$ cat src/pss_pkg.sv
// shared constants and types for the power start-up and protection sequencer
package pss_pkg;

    // clock and documented times
    localparam int CLK_PERIOD_NS = 10;
    localparam int T1_DETECT_MS  = 96;
    localparam int T2_LONG_MS    = 144;
    localparam int T3_SHORT_MS   = 48;
    localparam int CORE_DLY_NS   = 20000;
    localparam int NS_PER_MS     = 1000000;
    // least time: round up to whole cycles
    localparam int CORE_DLY_CYC  = (CORE_DLY_NS + CLK_PERIOD_NS - 1) / CLK_PERIOD_NS;
    localparam int T1_DETECT_CYC = T1_DETECT_MS * (NS_PER_MS / CLK_PERIOD_NS);
    localparam int T2_LONG_CYC   = T2_LONG_MS * (NS_PER_MS / CLK_PERIOD_NS);
    localparam int T3_SHORT_CYC  = T3_SHORT_MS * (NS_PER_MS / CLK_PERIOD_NS);

    // register map (byte addresses)
    localparam logic [7:0] CTRL_ADDR   = 8'h00;
    localparam logic [7:0] STATUS_ADDR = 8'h04;
    localparam int CTRL_RUN_EN_BIT  = 0;
    localparam int CTRL_XCAP_EN_BIT = 1;
    localparam logic [1:0] CTRL_RESET = 2'h3;

    // status field positions
    localparam int ST_MAIN_LSB   = 0;
    localparam int ST_XCAP_LSB   = 4;
    localparam int ST_PFC_BIT    = 8;
    localparam int ST_LLC_BIT    = 9;
    localparam int ST_READY_BIT  = 10;
    localparam int ST_LOGIC_BIT  = 11;
    localparam int ST_GATE_BIT   = 12;
    localparam int ST_SRC_BIT    = 13;

    typedef enum logic [2:0] {
        M_CHARGE    = 3'h0,
        M_RUN       = 3'h1,
        M_UNDERVOLT = 3'h2,
        M_LATCHED   = 3'h3,
        M_THERMAL   = 3'h4
    } pss_main_t;

    typedef enum logic [2:0] {
        X_IDLE      = 3'h0,
        X_DETECT    = 3'h1,
        X_DISCHARGE = 3'h2,
        X_CHECK     = 3'h3,
        X_LONG      = 3'h4,
        X_FAST      = 3'h5
    } pss_xcap_t;

    // sampled comparator flags and converter events
    typedef struct packed {
        logic hv_min;
        logic hv_safe;
        logic line;
        logic rail_short;
        logic rail_startup;
        logic rail_uv1;
        logic rail_rst;
        logic rail_rst_hys;
        logic reg_on;
        logic reg_uv;
        logic temp_high;
        logic temp_low;
        logic latch;
        logic burst;
        logic low_side;
    } pss_cmp_t;

endpackage : pss_pkg

$ cat src/pss_sequencer.sv
// power start-up, x-cap discharge and protection sequencer with wishbone registers
//
// Register access over Wishbone and the register offsets are this design's own decisions.
`timescale 1ns/1ps

module pss_sequencer
    import pss_pkg::*;
#(
    parameter int T1_CYC   = T1_DETECT_CYC,
    parameter int T2_CYC   = T2_LONG_CYC,
    parameter int T3_CYC   = T3_SHORT_CYC,
    parameter int TIMER_W  = 24
) (
    // clock and reset
    input  wire logic        CLK_SYS_I,
    input  wire logic        SYS_RST_I,
    // wishbone slave
    input  wire logic        WB_CYC_I,
    input  wire logic        WB_STB_I,
    input  wire logic        WB_WE_I,
    input  wire logic [7:0]  WB_ADR_I,
    input  wire logic [3:0]  WB_SEL_I,
    input  wire logic [31:0] WB_DAT_I,
    output logic      [31:0] WB_DAT_O,
    output logic             WB_ACK_O,
    // comparator flags
    input  wire logic        HIGH_VOLTAGE_PIN_ABOVE_MIN_I,
    input  wire logic        HIGH_VOLTAGE_PIN_ABOVE_SAFE_I,
    input  wire logic        LINE_PRESENT_I,
    input  wire logic        RAIL_ABOVE_SHORT_I,
    input  wire logic        RAIL_ABOVE_STARTUP_I,
    input  wire logic        RAIL_ABOVE_FIRST_UV_I,
    input  wire logic        RAIL_ABOVE_RESET_I,
    input  wire logic        RAIL_ABOVE_RESET_HYS_I,
    input  wire logic        REG_ABOVE_TURN_ON_I,
    input  wire logic        REG_ABOVE_UV_I,
    input  wire logic        TEMP_ABOVE_HIGH_I,
    input  wire logic        TEMP_ABOVE_LOW_I,
    // converter events
    input  wire logic        LATCH_FAULT_I,
    input  wire logic        BURST_OFF_I,
    input  wire logic        LOW_SIDE_ACTIVE_I,
    // supply controls
    output logic             STARTUP_SRC_EN_O,
    output logic             STARTUP_LIMITED_CURRENT_O,
    output logic             RAIL_FAST_DISCHARGE_O,
    output logic             GATE_DRIVE_REGULATOR_EN_O,
    output logic             LOGIC_SUPPLY_REGULATOR_EN_O,
    output logic             UNDERVOLTAGE_LOCKOUT_ENABLE_O,
    output logic             CORE_READY_O,
    // switching controls
    output logic             PFC_RUN_O,
    output logic             LLC_RUN_O,
    output logic             CLK_FAST_SEL_O
);

    if (T1_CYC < 1 || T2_CYC < 1 || T3_CYC < 1 || T1_CYC >= (1 << TIMER_W) ||
        T2_CYC >= (1 << TIMER_W) || T3_CYC >= (1 << TIMER_W)) begin : g_chk
        $error("pss_sequencer: timer lengths do not fit TIMER_W");
    end

    localparam int CORE_W = $clog2(CORE_DLY_CYC + 1);

    function automatic logic timer_done(input logic [TIMER_W-1:0] cnt, input int lim);
        timer_done = (cnt == TIMER_W'(lim - 1));
    endfunction : timer_done

    // flag sampling
    pss_cmp_t cmp_d;
    pss_cmp_t cmp_q;

    always_comb begin
        cmp_d = '{HIGH_VOLTAGE_PIN_ABOVE_MIN_I, HIGH_VOLTAGE_PIN_ABOVE_SAFE_I, LINE_PRESENT_I,
                  RAIL_ABOVE_SHORT_I, RAIL_ABOVE_STARTUP_I, RAIL_ABOVE_FIRST_UV_I, RAIL_ABOVE_RESET_I,
                  RAIL_ABOVE_RESET_HYS_I, REG_ABOVE_TURN_ON_I, REG_ABOVE_UV_I, TEMP_ABOVE_HIGH_I,
                  TEMP_ABOVE_LOW_I, LATCH_FAULT_I, BURST_OFF_I, LOW_SIDE_ACTIVE_I};
    end

    always_ff @(posedge CLK_SYS_I or posedge SYS_RST_I) begin
        if (SYS_RST_I) begin
            cmp_q <= '0;
        end else begin
            cmp_q <= cmp_d;
        end
    end

    // register bus
    logic [1:0]  ctrl_d;
    logic [1:0]  ctrl_q;
    logic        ack_d;
    logic [31:0] rdat_d;
    logic [31:0] status;
    pss_main_t   main_q;
    pss_xcap_t   xs_q;

    always_comb begin
        ctrl_d = ctrl_q;
        ack_d  = WB_CYC_I && WB_STB_I && !WB_ACK_O;
        rdat_d = WB_DAT_O;
        if (ack_d) begin
            rdat_d = '0;
            if (WB_ADR_I == CTRL_ADDR) begin
                rdat_d[1:0] = ctrl_q;
                if (WB_WE_I && WB_SEL_I[0]) begin
                    ctrl_d = WB_DAT_I[1:0];
                end
            end else if (WB_ADR_I == STATUS_ADDR) begin
                rdat_d = status;
            end
        end
    end

    always_ff @(posedge CLK_SYS_I or posedge SYS_RST_I) begin
        if (SYS_RST_I) begin
            ctrl_q   <= CTRL_RESET;
            WB_ACK_O <= 1'b0;
            WB_DAT_O <= '0;
        end else begin
            ctrl_q   <= ctrl_d;
            WB_ACK_O <= ack_d;
            WB_DAT_O <= rdat_d;
        end
    end

    // x-cap discharge sequence
    pss_xcap_t          xs_d;
    logic [TIMER_W-1:0] xcnt_d;
    logic [TIMER_W-1:0] xcnt_q;
    logic               line_back;

    always_comb begin
        xs_d      = xs_q;
        xcnt_d    = xcnt_q + TIMER_W'(1);
        line_back = 1'b0;
        case (xs_q)
            X_IDLE: begin
                xcnt_d = '0;
                if (!cmp_q.line) begin
                    xs_d = X_DETECT;
                end
            end
            X_DETECT: begin
                if (cmp_q.line) begin
                    xs_d = X_IDLE;
                end else if (timer_done(xcnt_q, T1_CYC)) begin
                    xs_d   = X_DISCHARGE;
                    xcnt_d = '0;
                end
            end
            X_DISCHARGE: begin
                if (timer_done(xcnt_q, T3_CYC)) begin
                    xs_d   = X_CHECK;
                    xcnt_d = '0;
                end
            end
            X_CHECK: begin
                if (cmp_q.line) begin
                    xs_d      = X_IDLE;
                    line_back = 1'b1;
                end else if (timer_done(xcnt_q, T3_CYC)) begin
                    xs_d   = X_LONG;
                    xcnt_d = '0;
                end
            end
            X_LONG: begin
                if (!cmp_q.hv_safe) begin
                    xs_d = X_FAST;
                end else if (timer_done(xcnt_q, T2_CYC)) begin
                    xs_d = X_IDLE;
                end
            end
            X_FAST: begin
                xcnt_d = '0;
                if (cmp_q.line) begin
                    xs_d = X_IDLE;
                end
            end
            default: begin
                xs_d = X_IDLE;
            end
        endcase
        // disabling the feature abandons any sequence in progress
        if (!ctrl_q[CTRL_XCAP_EN_BIT]) begin
            xs_d      = X_IDLE;
            line_back = 1'b0;
        end
    end

    always_ff @(posedge CLK_SYS_I or posedge SYS_RST_I) begin
        if (SYS_RST_I) begin
            xs_q   <= X_IDLE;
            xcnt_q <= '0;
        end else begin
            xs_q   <= xs_d;
            xcnt_q <= xcnt_d;
        end
    end

    // main protection state
    pss_main_t main_d;

    always_comb begin
        main_d = main_q;
        case (main_q)
            M_CHARGE: begin
                if (cmp_q.temp_high) begin
                    main_d = M_THERMAL;
                end else if (cmp_q.rail_startup) begin
                    main_d = M_RUN;
                end
            end
            M_RUN: begin
                if (cmp_q.temp_high) begin
                    main_d = M_THERMAL;
                end else if (cmp_q.latch) begin
                    main_d = M_LATCHED;
                end else if (!cmp_q.rail_uv1) begin
                    main_d = M_UNDERVOLT;
                end else if (line_back) begin
                    main_d = M_CHARGE;
                end
            end
            M_UNDERVOLT: begin
                if (cmp_q.temp_high) begin
                    main_d = M_THERMAL;
                end else if (cmp_q.latch) begin
                    main_d = M_LATCHED;
                end else if (cmp_q.rail_startup) begin
                    main_d = M_RUN;
                end
            end
            M_LATCHED: begin
                if (cmp_q.temp_high) begin
                    main_d = M_THERMAL;
                end else if (!cmp_q.rail_rst) begin
                    main_d = M_CHARGE;
                end
            end
            M_THERMAL: begin
                if (!cmp_q.temp_high && (!cmp_q.temp_low || !cmp_q.rail_rst)) begin
                    main_d = M_CHARGE;
                end
            end
            default: begin
                main_d = M_CHARGE;
            end
        endcase
    end

    always_ff @(posedge CLK_SYS_I or posedge SYS_RST_I) begin
        if (SYS_RST_I) begin
            main_q <= M_CHARGE;
        end else begin
            main_q <= main_d;
        end
    end

    // supplies and switching
    logic              chg_d, chg_q;
    logic              lreg_d, sw_ok_d, sw_ok_q;
    logic              src_d, gate_d, undervoltage_lockout_enable_d, ready_d;
    logic              pfc_d, llc_d, run_ok, hard_stop, xdis;
    logic [CORE_W-1:0] core_cnt_d, core_cnt_q;

    always_comb begin
        // hysteretic charge request between first undervoltage and start-up levels
        chg_d = chg_q;
        if (cmp_q.rail_startup) begin
            chg_d = 1'b0;
        end else if (!cmp_q.rail_uv1) begin
            chg_d = 1'b1;
        end
        xdis  = (xs_q == X_DISCHARGE) || (xs_q == X_LONG);
        // charging pauses during the line check so the pin voltage is read undisturbed
        src_d = cmp_q.hv_min && !cmp_q.temp_low &&
                (xdis || (chg_q && xs_q != X_CHECK));

        lreg_d = LOGIC_SUPPLY_REGULATOR_EN_O;
        if (cmp_q.temp_high || main_q == M_THERMAL) begin
            lreg_d = 1'b0;
        end else if (cmp_q.rail_rst_hys) begin
            lreg_d = 1'b1;
        end else if (!cmp_q.rail_rst) begin
            lreg_d = 1'b0;
        end
        gate_d = (main_q == M_RUN) && !cmp_q.temp_high;
        undervoltage_lockout_enable_d = cmp_q.rail_uv1 && cmp_q.reg_on && LOGIC_SUPPLY_REGULATOR_EN_O;

        core_cnt_d = '0;
        ready_d    = 1'b0;
        if (UNDERVOLTAGE_LOCKOUT_ENABLE_O) begin
            core_cnt_d = core_cnt_q;
            ready_d    = CORE_READY_O;
            if (core_cnt_q == CORE_W'(CORE_DLY_CYC - 1)) begin
                ready_d = 1'b1;
            end else begin
                core_cnt_d = core_cnt_q + CORE_W'(1);
            end
        end

        sw_ok_d = sw_ok_q;
        if (main_q != M_RUN || !cmp_q.reg_uv) begin
            sw_ok_d = 1'b0;
        end else if (cmp_q.reg_on) begin
            sw_ok_d = 1'b1;
        end

        hard_stop = cmp_q.temp_high || cmp_q.latch || main_q == M_THERMAL ||
                    main_q == M_LATCHED;
        run_ok    = main_q == M_RUN && sw_ok_q && CORE_READY_O && ctrl_q[CTRL_RUN_EN_BIT] &&
                    !cmp_q.burst && cmp_q.rail_uv1 && cmp_q.reg_uv && !hard_stop;
        pfc_d     = run_ok;
        // resonant stage winds down at a low-side phase; a hard stop turns it off at once
        llc_d = LLC_RUN_O;
        if (hard_stop) begin
            llc_d = 1'b0;
        end else if (run_ok) begin
            llc_d = 1'b1;
        end else if (cmp_q.low_side) begin
            llc_d = 1'b0;
        end
    end

    always_ff @(posedge CLK_SYS_I or posedge SYS_RST_I) begin
        if (SYS_RST_I) begin
            chg_q                         <= 1'b1;
            sw_ok_q                       <= 1'b0;
            core_cnt_q                    <= '0;
            STARTUP_SRC_EN_O              <= 1'b0;
            STARTUP_LIMITED_CURRENT_O     <= 1'b1;
            RAIL_FAST_DISCHARGE_O         <= 1'b0;
            GATE_DRIVE_REGULATOR_EN_O     <= 1'b0;
            LOGIC_SUPPLY_REGULATOR_EN_O   <= 1'b0;
            UNDERVOLTAGE_LOCKOUT_ENABLE_O <= 1'b0;
            CORE_READY_O                  <= 1'b0;
            PFC_RUN_O                     <= 1'b0;
            LLC_RUN_O                     <= 1'b0;
            CLK_FAST_SEL_O                <= 1'b0;
        end else begin
            chg_q                         <= chg_d;
            sw_ok_q                       <= sw_ok_d;
            core_cnt_q                    <= core_cnt_d;
            STARTUP_SRC_EN_O              <= src_d;
            STARTUP_LIMITED_CURRENT_O     <= !cmp_q.rail_short;
            RAIL_FAST_DISCHARGE_O         <= (xs_q == X_FAST);
            GATE_DRIVE_REGULATOR_EN_O     <= gate_d;
            LOGIC_SUPPLY_REGULATOR_EN_O   <= lreg_d;
            UNDERVOLTAGE_LOCKOUT_ENABLE_O <= undervoltage_lockout_enable_d;
            CORE_READY_O                  <= ready_d;
            PFC_RUN_O                     <= pfc_d;
            LLC_RUN_O                     <= llc_d;
            CLK_FAST_SEL_O                <= pfc_d || llc_d;
        end
    end

    always_comb begin
        status                                    = '0;
        status[ST_MAIN_LSB +: 3]                  = main_q;
        status[ST_XCAP_LSB +: 3]                  = xs_q;
        status[ST_PFC_BIT]                        = PFC_RUN_O;
        status[ST_LLC_BIT]                        = LLC_RUN_O;
        status[ST_READY_BIT]                      = CORE_READY_O;
        status[ST_LOGIC_BIT]                      = LOGIC_SUPPLY_REGULATOR_EN_O;
        status[ST_GATE_BIT]                       = GATE_DRIVE_REGULATOR_EN_O;
        status[ST_SRC_BIT]                        = STARTUP_SRC_EN_O;
    end
endmodule : pss_sequencer
$ cat config.mk
export PLATFORM = sky130hd
export DESIGN_NAME = pss_sequencer
export DESIGN_NICKNAME = d
export VERILOG_FILES = /design/src/pss_pkg.sv /design/src/pss_sequencer.sv
export SDC_FILE = /design/constraint.sdc
export NUM_CORES = 1
export LEC_CHECK = 0
export BUFFER_PORTS_ARGS = -buffer_cell sky130_fd_sc_hd__buf_2
export CELL_PAD_IN_SITES_DETAIL_PLACEMENT = 1
export CELL_PAD_IN_SITES_GLOBAL_PLACEMENT = 2
export CORE_MARGIN = 4
export CORE_UTILIZATION = 33
export CTS_CLUSTER_DIAMETER = 100
export DETAILED_ROUTE_END_ITERATION = 6
export GPL_TIMING_DRIVEN = 0
export PLACE_DENSITY_LB_ADDON = 0.1
export SETUP_SLACK_MARGIN = 0.5
export SKIP_CTS_REPAIR_TIMING = 1
export SLEW_MARGIN = 10
export SYNTH_ARGS = -nofsm -noshare
export SYNTH_HDL_FRONTEND = slang
export SYNTH_SLANG_ARGS = --single-unit
$ cat constraint.sdc
create_clock -name CLK_SYS_I -period 2.9 [get_ports CLK_SYS_I]
set_input_delay 0.58 -clock CLK_SYS_I [delete_from_list [all_inputs] [get_ports CLK_SYS_I]]
set_output_delay 0.58 -clock CLK_SYS_I [all_outputs]
set_load 0.005 [all_outputs]
# Word level (Yosys, flattened, before mapping)

Cells that the tools add are included.

Add/subtract/negate cells: 2
Equality and inequality tests: 29
Mux-type cells: 48
Reductions and logical operators: 42

Operator list:

| kind                                             | count |
|---|---|
| 2-to-1 mux 24 bit                                | 4 |
| one-hot mux 24 bit (4 select lines)              | 1 |
| 2-to-1 mux 3 bit                                 | 21 |
| == test 24 bit (second input constant)           | 2 |
| 2-to-1 mux 30 bit                                | 1 |
| adder 24 x 1 -> 24 bit (second input constant)   | 1 |
| == test 24 x 23 -> 1 bit (second input constant) | 1 |
| 2-to-1 mux 11 bit                                | 2 |
| one-hot mux 3 bit (6 select lines)               | 1 |
| logical AND 1 bit                                | 17 |
| 2-to-1 mux 1 bit                                 | 15 |
| one-hot mux 3 bit (5 select lines)               | 1 |
| 2-to-1 mux 14 bit                                | 1 |
| == test 3 x 2 -> 1 bit (second input constant)   | 4 |
| != test 3 bit (second input constant)            | 4 |
| != test 4 bit (second input constant)            | 3 |
| adder 11 x 1 -> 11 bit (second input constant)   | 1 |
| == test 11 bit (second input constant)           | 1 |
| == test 3 bit (second input constant)            | 3 |
| logical OR 1 bit                                 | 9 |
| == test 8 x 3 -> 1 bit (second input constant)   | 1 |
| zero test 1 bit                                  | 8 |
| zero test 8 bit                                  | 1 |
| == test 3 x 1 -> 1 bit (second input constant)   | 2 |
| other kinds (11)                                 | 16 |

Register bits after elaboration: 103
Input bits: 64

# Depth between registers and ports, before layout

Gate-level depths: netlist of the first run.

Depth after elaboration: 11
Mapped depth: 7
Gate-level depth less buffers: 6

# Worst setup path before layout of the first run

Ideal clock, no wire load.

Path kind: register to register
Start point: register xcnt_q[0]
End point: register xcnt_q[2]
Setup time: 0.119 ns
Data arrival time: 1.721 ns
Data required time: 2.781 ns
Slack: 1.060 ns
Cell stages (with the launch flop): 8
Clock period less this slack: 1.840 ns
Cell sequence: dfrtp_1 ha_1 nand4_4 nor4_2 nand4_1 a21oi_4 buf_6 nor2_2

Longest elaborated chain between the ends: 4
Elaborated cells between the ends (all ways): 8
Classes of those cells: add/sub: 1; eq/ne: 2; mux: 5

Ends and longest elaborated chain:

| item                                                 | RTL line                                                         | text |
|---|---|---|
| from (decl)                                          | pss_sequencer.sv:128                                             | `logic [TIMER_W-1:0] xcnt_q;` |
| from (signal assigned)                               | pss_sequencer.sv:195                                             | `xcnt_q <= xcnt_d;` |
| adder 24 x 1 -> 24 bit, or another cell as far along | pss_sequencer.sv:133                                             | `xcnt_d = xcnt_q + TIMER_W'(1);` |
| 2-to-1 mux 24 bit (on tied branches)                 | pss_sequencer.sv:151, pss_sequencer.sv:160, pss_sequencer.sv:145 |  |
| 2-to-1 mux 24 bit (on tied branches)                 | pss_sequencer.sv:157, pss_sequencer.sv:143                       |  |
| one-hot mux 24 bit (4 select lines) *                | pss_sequencer.sv:135                                             | `case (xs_q)` |
| net xcnt_d[2]                                        | pss_sequencer.sv:127                                             | `logic [TIMER_W-1:0] xcnt_d;` |

The timed path passes the listed nets; every way through them passes the cells marked *.
A chain may end at the register's enable or synchronous reset.

# Final worst setup path of the first run

Start point: register xcnt_q[0]
End point: register xcnt_q[17]

The elaborated chain is that of the path after synthesis.

==> results.cfg, run 1 <==
[outcome]
run_status = finished clean

[clocking]
clk-insertion-delay-late_ns = 0.35
clock_sink_total = 83
clk_path_buf_depth = 2
cts_htree_levels = 3
clk_transition_reported_paths_ns = 0.06
cts_root_buffer = sky130_fd_sc_hd__clkbuf_16
tritoncts = yes
tritoncts.num_buffers = 9

[final_layout]
finish.utilization = 0.418
num-nets-final = 516
flow.area_growth_from_synthesis_pct = 21.5
final_layout_size_suffix_gt1_frac = 0.312
fin_cells = 598
antenna_cells_inserted = 0

[yosys]
syn-instance-count = 365
ys_dominant_reg_cell = sky130_fd_sc_hd__dfrtp_1
async_reset_ff_frac = 1.00
synth-seq-area-share = 0.520
synth_top_cells_by_count = sky130_fd_sc_hd__dfrtp_1 (79), sky130_fd_sc_hd__nand2_1 (23), sky130_fd_sc_hd__nor2_1 (22)
ys_seq_elements = 83
netlist.top_cell.by_area = sky130_fd_sc_hd__dfrtp_1
synth-edff-count = 0
post_synth_main_area_contributors = sky130_fd_sc_hd__dfrtp_1 (49%), sky130_fd_sc_hd__xor2_1 (4.6%), sky130_fd_sc_hd__buf_4 (3.7%), sky130_fd_sc_hd__nor2_2 (3.1%), sky130_fd_sc_hd__dfstp_2 (2.6%)
ys.warnings.count = 0
synth.cell_area_mm2 = 0.00401
yosysUniqueCellTypes = 63
yosysTopAreaCellShare = 0.493
synthMostInstantiatedCell = sky130_fd_sc_hd__dfrtp_1
syn_area_per_cell_um2 = 11.0

[worst_hold_path]
timing.hold.worst.class = input port to async pin

[setup_path]
r2r_end = xcnt_q[17]
regToRegSetupSlack_ns = 0.79
timing.critical_path.from_type = flop
path_class = flop to flop
timing.critical_path.fanout_max = 10
start_point_of_the_critical_path = xcnt_q[0]
reg2reg_depth = 7
rr_startpoint = xcnt_q[0]
crit_arrival_ns = 2.34
crit_required_ns = 3.13
crit_path_end_kind = flop

[timing]
setup_viol = 0
fin_setup_tns_ns = 0
drv_slew = 0
worst-slew-pin-transition_ns = 0.603
finalCriticalPeriod_ns = 2.11
grt_setup_unrepaired = false
fin_crit_sh = 0.726
finClkSkew_ns = 0.00683
hold_viol_final = 0
fmax_mhz = 475
worst_slew_margin_rel = 0.598

[pwr]
fin_total_pwr_mw = 2.47
power.leakage_nw = 2.28
vdd.ir_drop.worst_uv = 332
p_per_area_mw_per_mm2 = 508

[grt]
via_count_of_the_first_global_routing_pass = 3193
grtUsageTotal = 0.143
initial_antenna_violation_count = 0
grt_max_degree = 38
grt-ovfl-total = 0
grt_first_pass_wirelength_mm = 16.1

[die]
chipHeight_um = 118
core_mm2 = 0.0117
fp-row-count = 39
initial_core_utilization = 0.344
top_level_ports = 107
die-width_um = 118
dieArea_mm2 = 0.0140

[run]
cap_viol_max_count = 0

[route]
first_pass_iters = 4
drcViolationCount = 0
drt_iter0_drc = 107
drt-vias-per-instance = 4.85
wl_per_cell_um = 15.5
detailed_route_via_count = 2903
antenna_left = 0
totalWireLength_mm = 9.24

[placed_design]
gp_routability_congestion = 0.719
place_hpwl_mm = 6.86
numPlacedInstances = 582
port_buffers = 53
## cell families after synthesis
group,after synthesis,share of synthesized area
and+or+nand+nor,156,0.240
DFF,83,0.520
AOI/OAI and AO/OA,45,0.0846
buffers and inverters,42,0.0677
xor gates and xnor gates,32,0.0699
muxes,4,0.0106
adders and majority gates,2,0.00624
other,1,0.000936
## worst max-delay path, cell delays in order (launching register included)
cell	delay (ns)
sky130_fd_sc_hd__dfrtp_1	0.42
sky130_fd_sc_hd__ha_1	0.30
sky130_fd_sc_hd__nand4_4	0.18
sky130_fd_sc_hd__nor4_2	0.30
sky130_fd_sc_hd__nand4_1	0.18
sky130_fd_sc_hd__a21oi_4	0.31
sky130_fd_sc_hd__buf_6	0.23
sky130_fd_sc_hd__nor2_2	0.05
## layer usage
layer  routed length (um)  vias up  global-route usage
met5                    0        -                   0
met4                   96        0              0.0418
met3                  390        9              0.0473
met2                 4390       57               0.237
met1                 4370     1440               0.178
li1                     -     1397                   -
## flip-flops by register name, indices dropped and copies added, names as in the netlist, 2 cells and up
register / cells
xcnt_q: 24
ctrl_q: 2
WB_DAT_O: 12
cmp_q: 15
main_q: 3
xs_q: 3
core_cnt_q: 11
## how the worst max path moves through the flow
stage / to / slack (ns) / cells past startpoint
after CTS: xcnt_q[20] / 0.74 / 7
after global routing: xcnt_q[17] / 0.58 / 7
final: xcnt_q[17] / 0.79 / 7
after global placement: WB_DAT_O[4] / 0.72 / 2
after floorplan: xcnt_q[2] / 1.06 / 7
after detailed placement: xcnt_q[5] / 0.76 / 7
## power by group
part / internal (mW) / leakage, nW / switching (mW)
clock: 0.690 / 0.148 / 0.476
combinational: 0.0529 / 1.03 / 0.0618
sequential: 1.18 / 1.11 / 0.0149
## per-stage QoR
stage / area [um2] / hold slack [ns] / worst slack (ns)
3_3_place_gp: 4530 / 0.337 / 0.715
5_1_grt: 4870 / 0.280 / 0.583
3_5_place_dp: 4570 / 0.351 / 0.756
4_1_cts: 4870 / 0.251 / 0.741
6_report: 4870 / 0.252 / 0.793
2_1_floorplan: 4080 / 0.337 / 1.06
## final cells by class
| cell class | count | area [um2] |
|---|---|---|
| Clock inverter | 6 | 65.1 |
| Tap cell | 143 | 179 |
| Buffer | 30 | 226 |
| Sequential cell | 83 | 2080 |
| Timing Repair Buffer | 55 | 305 |
| Inverter | 12 | 48.8 |
| Clock buffer | 10 | 239 |
| Fill cell | 1318 | 6790 |
| Multi-Input combinational cell | 259 | 1730 |
## placed cells by master, fill, tap and decap left out, types with 3 or more instances in the layout
cell                        count
sky130_fd_sc_hd__dfrtp_1       79
sky130_fd_sc_hd__buf_2         56
sky130_fd_sc_hd__nand2_1       23
sky130_fd_sc_hd__nor2_1        22
sky130_fd_sc_hd__xor2_1        21
sky130_fd_sc_hd__nor2_2        20
sky130_fd_sc_hd__buf_4         20
sky130_fd_sc_hd__conb_1        20
sky130_fd_sc_hd__nand3_1       17
sky130_fd_sc_hd__nand4_1       13
sky130_fd_sc_hd__inv_1         11
sky130_fd_sc_hd__and3_1        11
sky130_fd_sc_hd__xnor2_1       11
sky130_fd_sc_hd__and2_1        10
sky130_fd_sc_hd__a22o_1        10
sky130_fd_sc_hd__clkbuf_16      9
sky130_fd_sc_hd__a21oi_1        7
sky130_fd_sc_hd__o21ai_0        6
sky130_fd_sc_hd__nand2b_1       5
sky130_fd_sc_hd__dfstp_2        4
sky130_fd_sc_hd__nor3_1         4
sky130_fd_sc_hd__clkbuf_1       3
sky130_fd_sc_hd__clkbuf_8       3
sky130_fd_sc_hd__nor2b_1        3
sky130_fd_sc_hd__nor3b_1        3
sky130_fd_sc_hd__nor4_4         3
sky130_fd_sc_hd__o32ai_1        3
(Power assumes the default switching activity.)
==> inputs of run 2 (changes only) <==
- clock period: 2.9 -> 2.2 ns (I/O delays scaled with it)
==> run 2 against run 1 <==
Compared with the run above: clock power grew 27%; count of clock-buffer cells in the layout grew 3; wire length grew 3.9%; global-route usage is essentially flat; clock skew is essentially flat; sequential share of layout area shrank 1.6 points; setup slack lost 0.48 ns; worst hold slack lost 0.14 ns.
==> results.cfg, run 2 (synthesis gave the netlist of run 1 again) <==
[outcome]
run_status = finished clean

[route]
drcViolationCount = 0
totalWireLength_mm = 9.60
antenna_left = 0
drt-vias-per-instance = 4.84
drt_iter0_drc = 90
first_pass_iters = 4
wl_per_cell_um = 15.7
detailed_route_via_count = 2962

[pwr]
clock_power_share = 0.462
switching_share = 0.213
fin_total_pwr_mw = 3.22
power.switching_mw = 0.685
p_comb_frac = 0.049
sequential_share_of_power = 0.489
power.internal_mw = 2.53
vdd.ir_drop.worst_uv = 286
power.leakage_nw = 2.37
p_per_area_mw_per_mm2 = 635

[clocking]
clk_path_buf_depth = 2
clk_transition_reported_paths_ns = 0.06
clk-insertion-delay-late_ns = 0.34
cts_root_buffer = sky130_fd_sc_hd__clkbuf_16
cts_htree_levels = 3
tritoncts = yes
tritoncts.num_buffers = 9
clock_sink_total = 83

[setup_path]
crit_path_end_kind = flop
cp_top_family = simple AND/OR/NAND/NOR gates
timing.critical_path.fanout_max = 10
path_class = flop to flop
critical_path.n_buffers_inverters = 1
cp_cell_sequence = or3_4 > nor4_4 > nand4_1 > a21oi_4 > buf_8 > nor2_2
crit_required_ns = 2.43
crit_path_top_delay_cell = sky130_fd_sc_hd__dfrtp_2
timing.critical_path.from_type = flop
crit_arrival_ns = 2.11
cpPeakStageDelay_ns = 0.43

[final_layout]
final-seq-area_mm2 = 0.00209
number_of_flip_flops_under_the_largest_register_name = 24
flow.area_growth_from_synthesis_pct = 26.4
most_common_cell_after_layout_fill_and_taps_aside = sky130_fd_sc_hd__dfrtp_1
final_layout_size_suffix_gt1_frac = 0.356
num-nets-final = 530
final_cell_area_mm2 = 0.00507
top_regs = xcnt_q x24, cmp_q x15, WB_DAT_O x12
layout.filler_cells = 1326
top_register = xcnt_q
layout_common_cells = sky130_fd_sc_hd__dfrtp_1 (75), sky130_fd_sc_hd__buf_2 (54), sky130_fd_sc_hd__buf_4 (33), sky130_fd_sc_hd__nand2_1 (23), sky130_fd_sc_hd__nor2_2 (22)
antenna_cells_inserted = 0
multiInputGateArea_mm2 = 0.00180
finish.utilization = 0.435

[timing]
fin_crit_sh = 0.858
grt_setup_unrepaired = true
finalCriticalPeriod_ns = 1.89
finClkSkew_ns = 0.00667
setup_viol = 0
fin_setup_tns_ns = 0
worst_slew_margin_rel = 0.579
worst-slew-pin-transition_ns = 0.632
hold_viol_final = 0
drv_slew = 0
fmax_mhz = 530
worst_hold_slack_ns = 0.113

[run]
cap_viol_max_count = 0

[placed_design]
place_area_mm2 = 0.00458
gp_routability_congestion = 0.776
place_hpwl_mm = 6.91
port_buffers = 53

[die]
dieArea_mm2 = 0.0140
core_mm2 = 0.0117
chipHeight_um = 118
fp-row-count = 39
initial_core_utilization = 0.344
top_level_ports = 107
die-width_um = 118

[grt]
grt_max_degree = 39
grtUsageTotal = 0.143
grt_first_pass_wirelength_mm = 16.1
grt-ovfl-total = 0
initial_antenna_violation_count = 0
via_count_of_the_first_global_routing_pass = 3168

[worst_hold_path]
timing.hold.worst.class = input port to async pin
==> run 2: power by group through the flow <==
stage	registers (mW)	logic [mW]	clock network (mW)
after global routing	1.58	0.179	1.60
after global placement	1.60	0.141	0
final	1.57	0.156	1.49
after CTS	1.57	0.152	1.54
after floorplan	1.59	0.0906	0
after detailed placement	1.60	0.152	0
==> run 2: worst paths after layout <==
path                                         from                         to  slack (ns)  depth (start not counted)
worst max-delay path                   xcnt_q[16]                  xcnt_q[3]        0.31                          6
worst min-delay path                    SYS_RST_I              core_cnt_q[6]        0.11                          2
worst max register to register         xcnt_q[16]                  xcnt_q[3]        0.31                          6
worst min register to register          cmp_q[11]  STARTUP_LIMITED_CURRENT_O        0.35                          1
max in group asynchronous               SYS_RST_I                      chg_q        1.48                          3
min in group CLK_SYS_I          LOW_SIDE_ACTIVE_I                   cmp_q[0]        0.20                          1
==> run 2: final cells by class <==
class,instances,share of cell area
buffer,30,0.0484
clock buffer,13,0.0494
clock inverter,3,0.00790
inverter,12,0.00963
multi-input combinational,259,0.356
sequential,83,0.412
tap,143,0.0353
timing repair buffer,69,0.0817
==> run 2: per-layer routing <==
layer,track usage,up-vias,part of all wire
li1,-,1430,-
met1,0.189,1462,0.47
met2,0.226,59,0.47
met3,0.0325,11,0.042
met4,0.0615,0,0.018
met5,0,-,0
==> run 2: per-stage QoR <==
step | setup WS [ns] | instances
finish | 0.312 | 612
global placement | 0.175 | 580
global route | 0.217 | 612
CTS | 0.193 | 598
detailed placement | 0.201 | 582
floorplan | 0.502 | 384
==> inputs of run 3 (changes only) <==
- ABC_CLOCK_PERIOD_IN_PS: default -> 2200
- CORE_ASPECT_RATIO: default -> 0.75
==> run 3 against run 2 <==
Compared with the run above: core utilization rose by 0.88 points; critical path type unchanged; first-iteration DRC count grew 44%; via count up 1.4%; sequential share of layout area shrank 1.0 points; total power is 1.6% higher; clock power up 3%; die area up 0.13%; largest power group unchanged; largest cell class unchanged; wire length increased by 3.2%; non-clock buffer count rose by 4; cell area increased by 2.7%; combinational power hardly changed; setup slack lost 0.014 ns.
==> results.cfg, run 3 (synthesis gave the netlist of run 1 again) <==
[setup_path]
path_class = flop to flop
start_point_of_the_critical_path = xcnt_q[19]
rr_startpoint = xcnt_q[19]
r2r_end = xcnt_q[2]
reg2reg_depth = 7
regToRegSetupSlack_ns = 0.30
critPathCapture = xcnt_q[2]
crit_arrival_ns = 2.14
timing.critical_path.fanout_max = 5
crit_path_end_kind = flop
crit_required_ns = 2.43
timing.critical_path.from_type = flop

[route]
wl_per_cell_um = 15.6
detailed_route_via_count = 3002
drt_iter0_drc = 130
drt-vias-per-instance = 4.73
antenna_left = 0
totalWireLength_mm = 9.92
drcViolationCount = 0
first_pass_iters = 4

[grt]
grtUsageTotal = 0.147
initial_antenna_violation_count = 0
via_count_of_the_first_global_routing_pass = 2994
grt_first_pass_wirelength_mm = 15.9
grt-ovfl-total = 0
grt_max_degree = 33

[final_layout]
layout_common_cells = sky130_fd_sc_hd__dfrtp_1 (73), sky130_fd_sc_hd__buf_2 (55), sky130_fd_sc_hd__buf_4 (35), sky130_fd_sc_hd__nand2_1 (23)
top_register = xcnt_q
num-nets-final = 534
flow.area_growth_from_synthesis_pct = 29.9
final_layout_size_suffix_gt1_frac = 0.374
most_common_cell_after_layout_fill_and_taps_aside = sky130_fd_sc_hd__dfrtp_1
final-seq-area_mm2 = 0.00209
finish.utilization = 0.443
fin_cells = 635
layout.filler_cells = 1338
number_of_flip_flops_under_the_largest_register_name = 24
antenna_cells_inserted = 0
multiInputGateArea_mm2 = 0.00185
top_regs = xcnt_q x24, cmp_q x15, WB_DAT_O x12
final_cell_area_mm2 = 0.00520

[pwr]
power.leakage_nw = 2.40
p_per_area_mw_per_mm2 = 628
vdd.ir_drop.worst_uv = 345
fin_total_pwr_mw = 3.27

[worst_hold_path]
timing.hold.worst_path_depth = 1
timing.hold.worst.class = input port to flop

[placed_design]
gp_routability_congestion = 0.757
port_buffers = 53
place_area_mm2 = 0.00460
numPlacedInstances = 601
place_hpwl_mm = 7.07
place_ws_ns = 0.158

[timing]
fin_crit_sh = 0.865
finClkSkew_ns = 0.00833
worst-slew-pin-transition_ns = 0.751
fmax_mhz = 526
drv_slew = 0
fin_setup_tns_ns = 0
hold_viol_final = 0
grt_setup_unrepaired = true
worst_slack_ns = 0.297
finalCriticalPeriod_ns = 1.90
setup_viol = 0
worst_slew_margin_rel = 0.498
worst_hold_slack_ns = 0.200

[run]
cap_viol_max_count = 0

[die]
chipHeight_um = 103
core_mm2 = 0.0117
fp-row-count = 34
die-width_um = 135
dieArea_mm2 = 0.0140
initial_core_utilization = 0.341
top_level_ports = 107

[clocking]
tritoncts.num_buffers = 9
cts_root_buffer = sky130_fd_sc_hd__clkbuf_16
clk-insertion-delay-late_ns = 0.34
tritoncts = yes
clock_sink_total = 83
clk_path_buf_depth = 2
cts_htree_levels = 3
clk_transition_reported_paths_ns = 0.07

[outcome]
run_status = finished clean
## run 3: changes by cell type in the layout (fill, tap and decap cells not counted), moves of 2 or more
| cell | delta |
|---|---|
| sky130_fd_sc_hd__buf_4 | +2 |
| sky130_fd_sc_hd__clkbuf_1 | -2 |
| sky130_fd_sc_hd__dfrtp_1 | -2 |
| sky130_fd_sc_hd__dfrtp_2 | +2 |
| sky130_fd_sc_hd__inv_6 | +3 |
| sky130_fd_sc_hd__nor2_2 | -7 |
| sky130_fd_sc_hd__nor2_4 | +6 |
## run 3: worst max-delay path, stage by stage (launching register included)
cell and delay, ns:
sky130_fd_sc_hd__dfrtp_2 0.44, sky130_fd_sc_hd__or3_4 0.40, sky130_fd_sc_hd__nor4_4 0.21, sky130_fd_sc_hd__nand4_1 0.19
sky130_fd_sc_hd__a21oi_4 0.21, sky130_fd_sc_hd__buf_6 0.14, sky130_fd_sc_hd__clkbuf_16 0.16, sky130_fd_sc_hd__nor2_2 0.04
## run 3: how the worst min path moves through the flow
stage | slack [ns] | start | endpoint
floorplan | 0.34 | cmp_q[11] | STARTUP_LIMITED_CURRENT_O
global placement | 0.34 | cmp_q[11] | STARTUP_LIMITED_CURRENT_O
detailed placement | 0.34 | cmp_q[11] | STARTUP_LIMITED_CURRENT_O
CTS | 0.19 | LOW_SIDE_ACTIVE_I | cmp_q[0]
global route | 0.18 | LOW_SIDE_ACTIVE_I | cmp_q[0]
finish | 0.20 | LOW_SIDE_ACTIVE_I | cmp_q[0]
## run 3: metal layers
metal | vias to the layer above | part of all wire | GRT usage
li1 | 1441 | - | -
met1 | 1493 | 0.51 | 0.214
met2 | 58 | 0.43 | 0.211
met3 | 10 | 0.051 | 0.0416
met4 | 0 | 0.011 | 0.0442
met5 | - | 0 | 0
## run 3: power by group
group,switching [mW],total (mW),leakage (nW),internal [mW]
Clock,0.652,1.54,0.147,0.888
Sequential,0.0200,1.57,1.10,1.55
Combinational,0.0848,0.158,1.16,0.0728
Total,0.757,3.27,2.40,2.51
## run 3: area by class of cell
type | instances | area share
timing repair buffer | 73 | 0.0894
sequential | 83 | 0.401
buffer | 30 | 0.0474
clock buffer | 9 | 0.0433
multi-input combinational | 259 | 0.356
tap | 162 | 0.0389
clock inverter | 7 | 0.0142
inverter | 12 | 0.00938
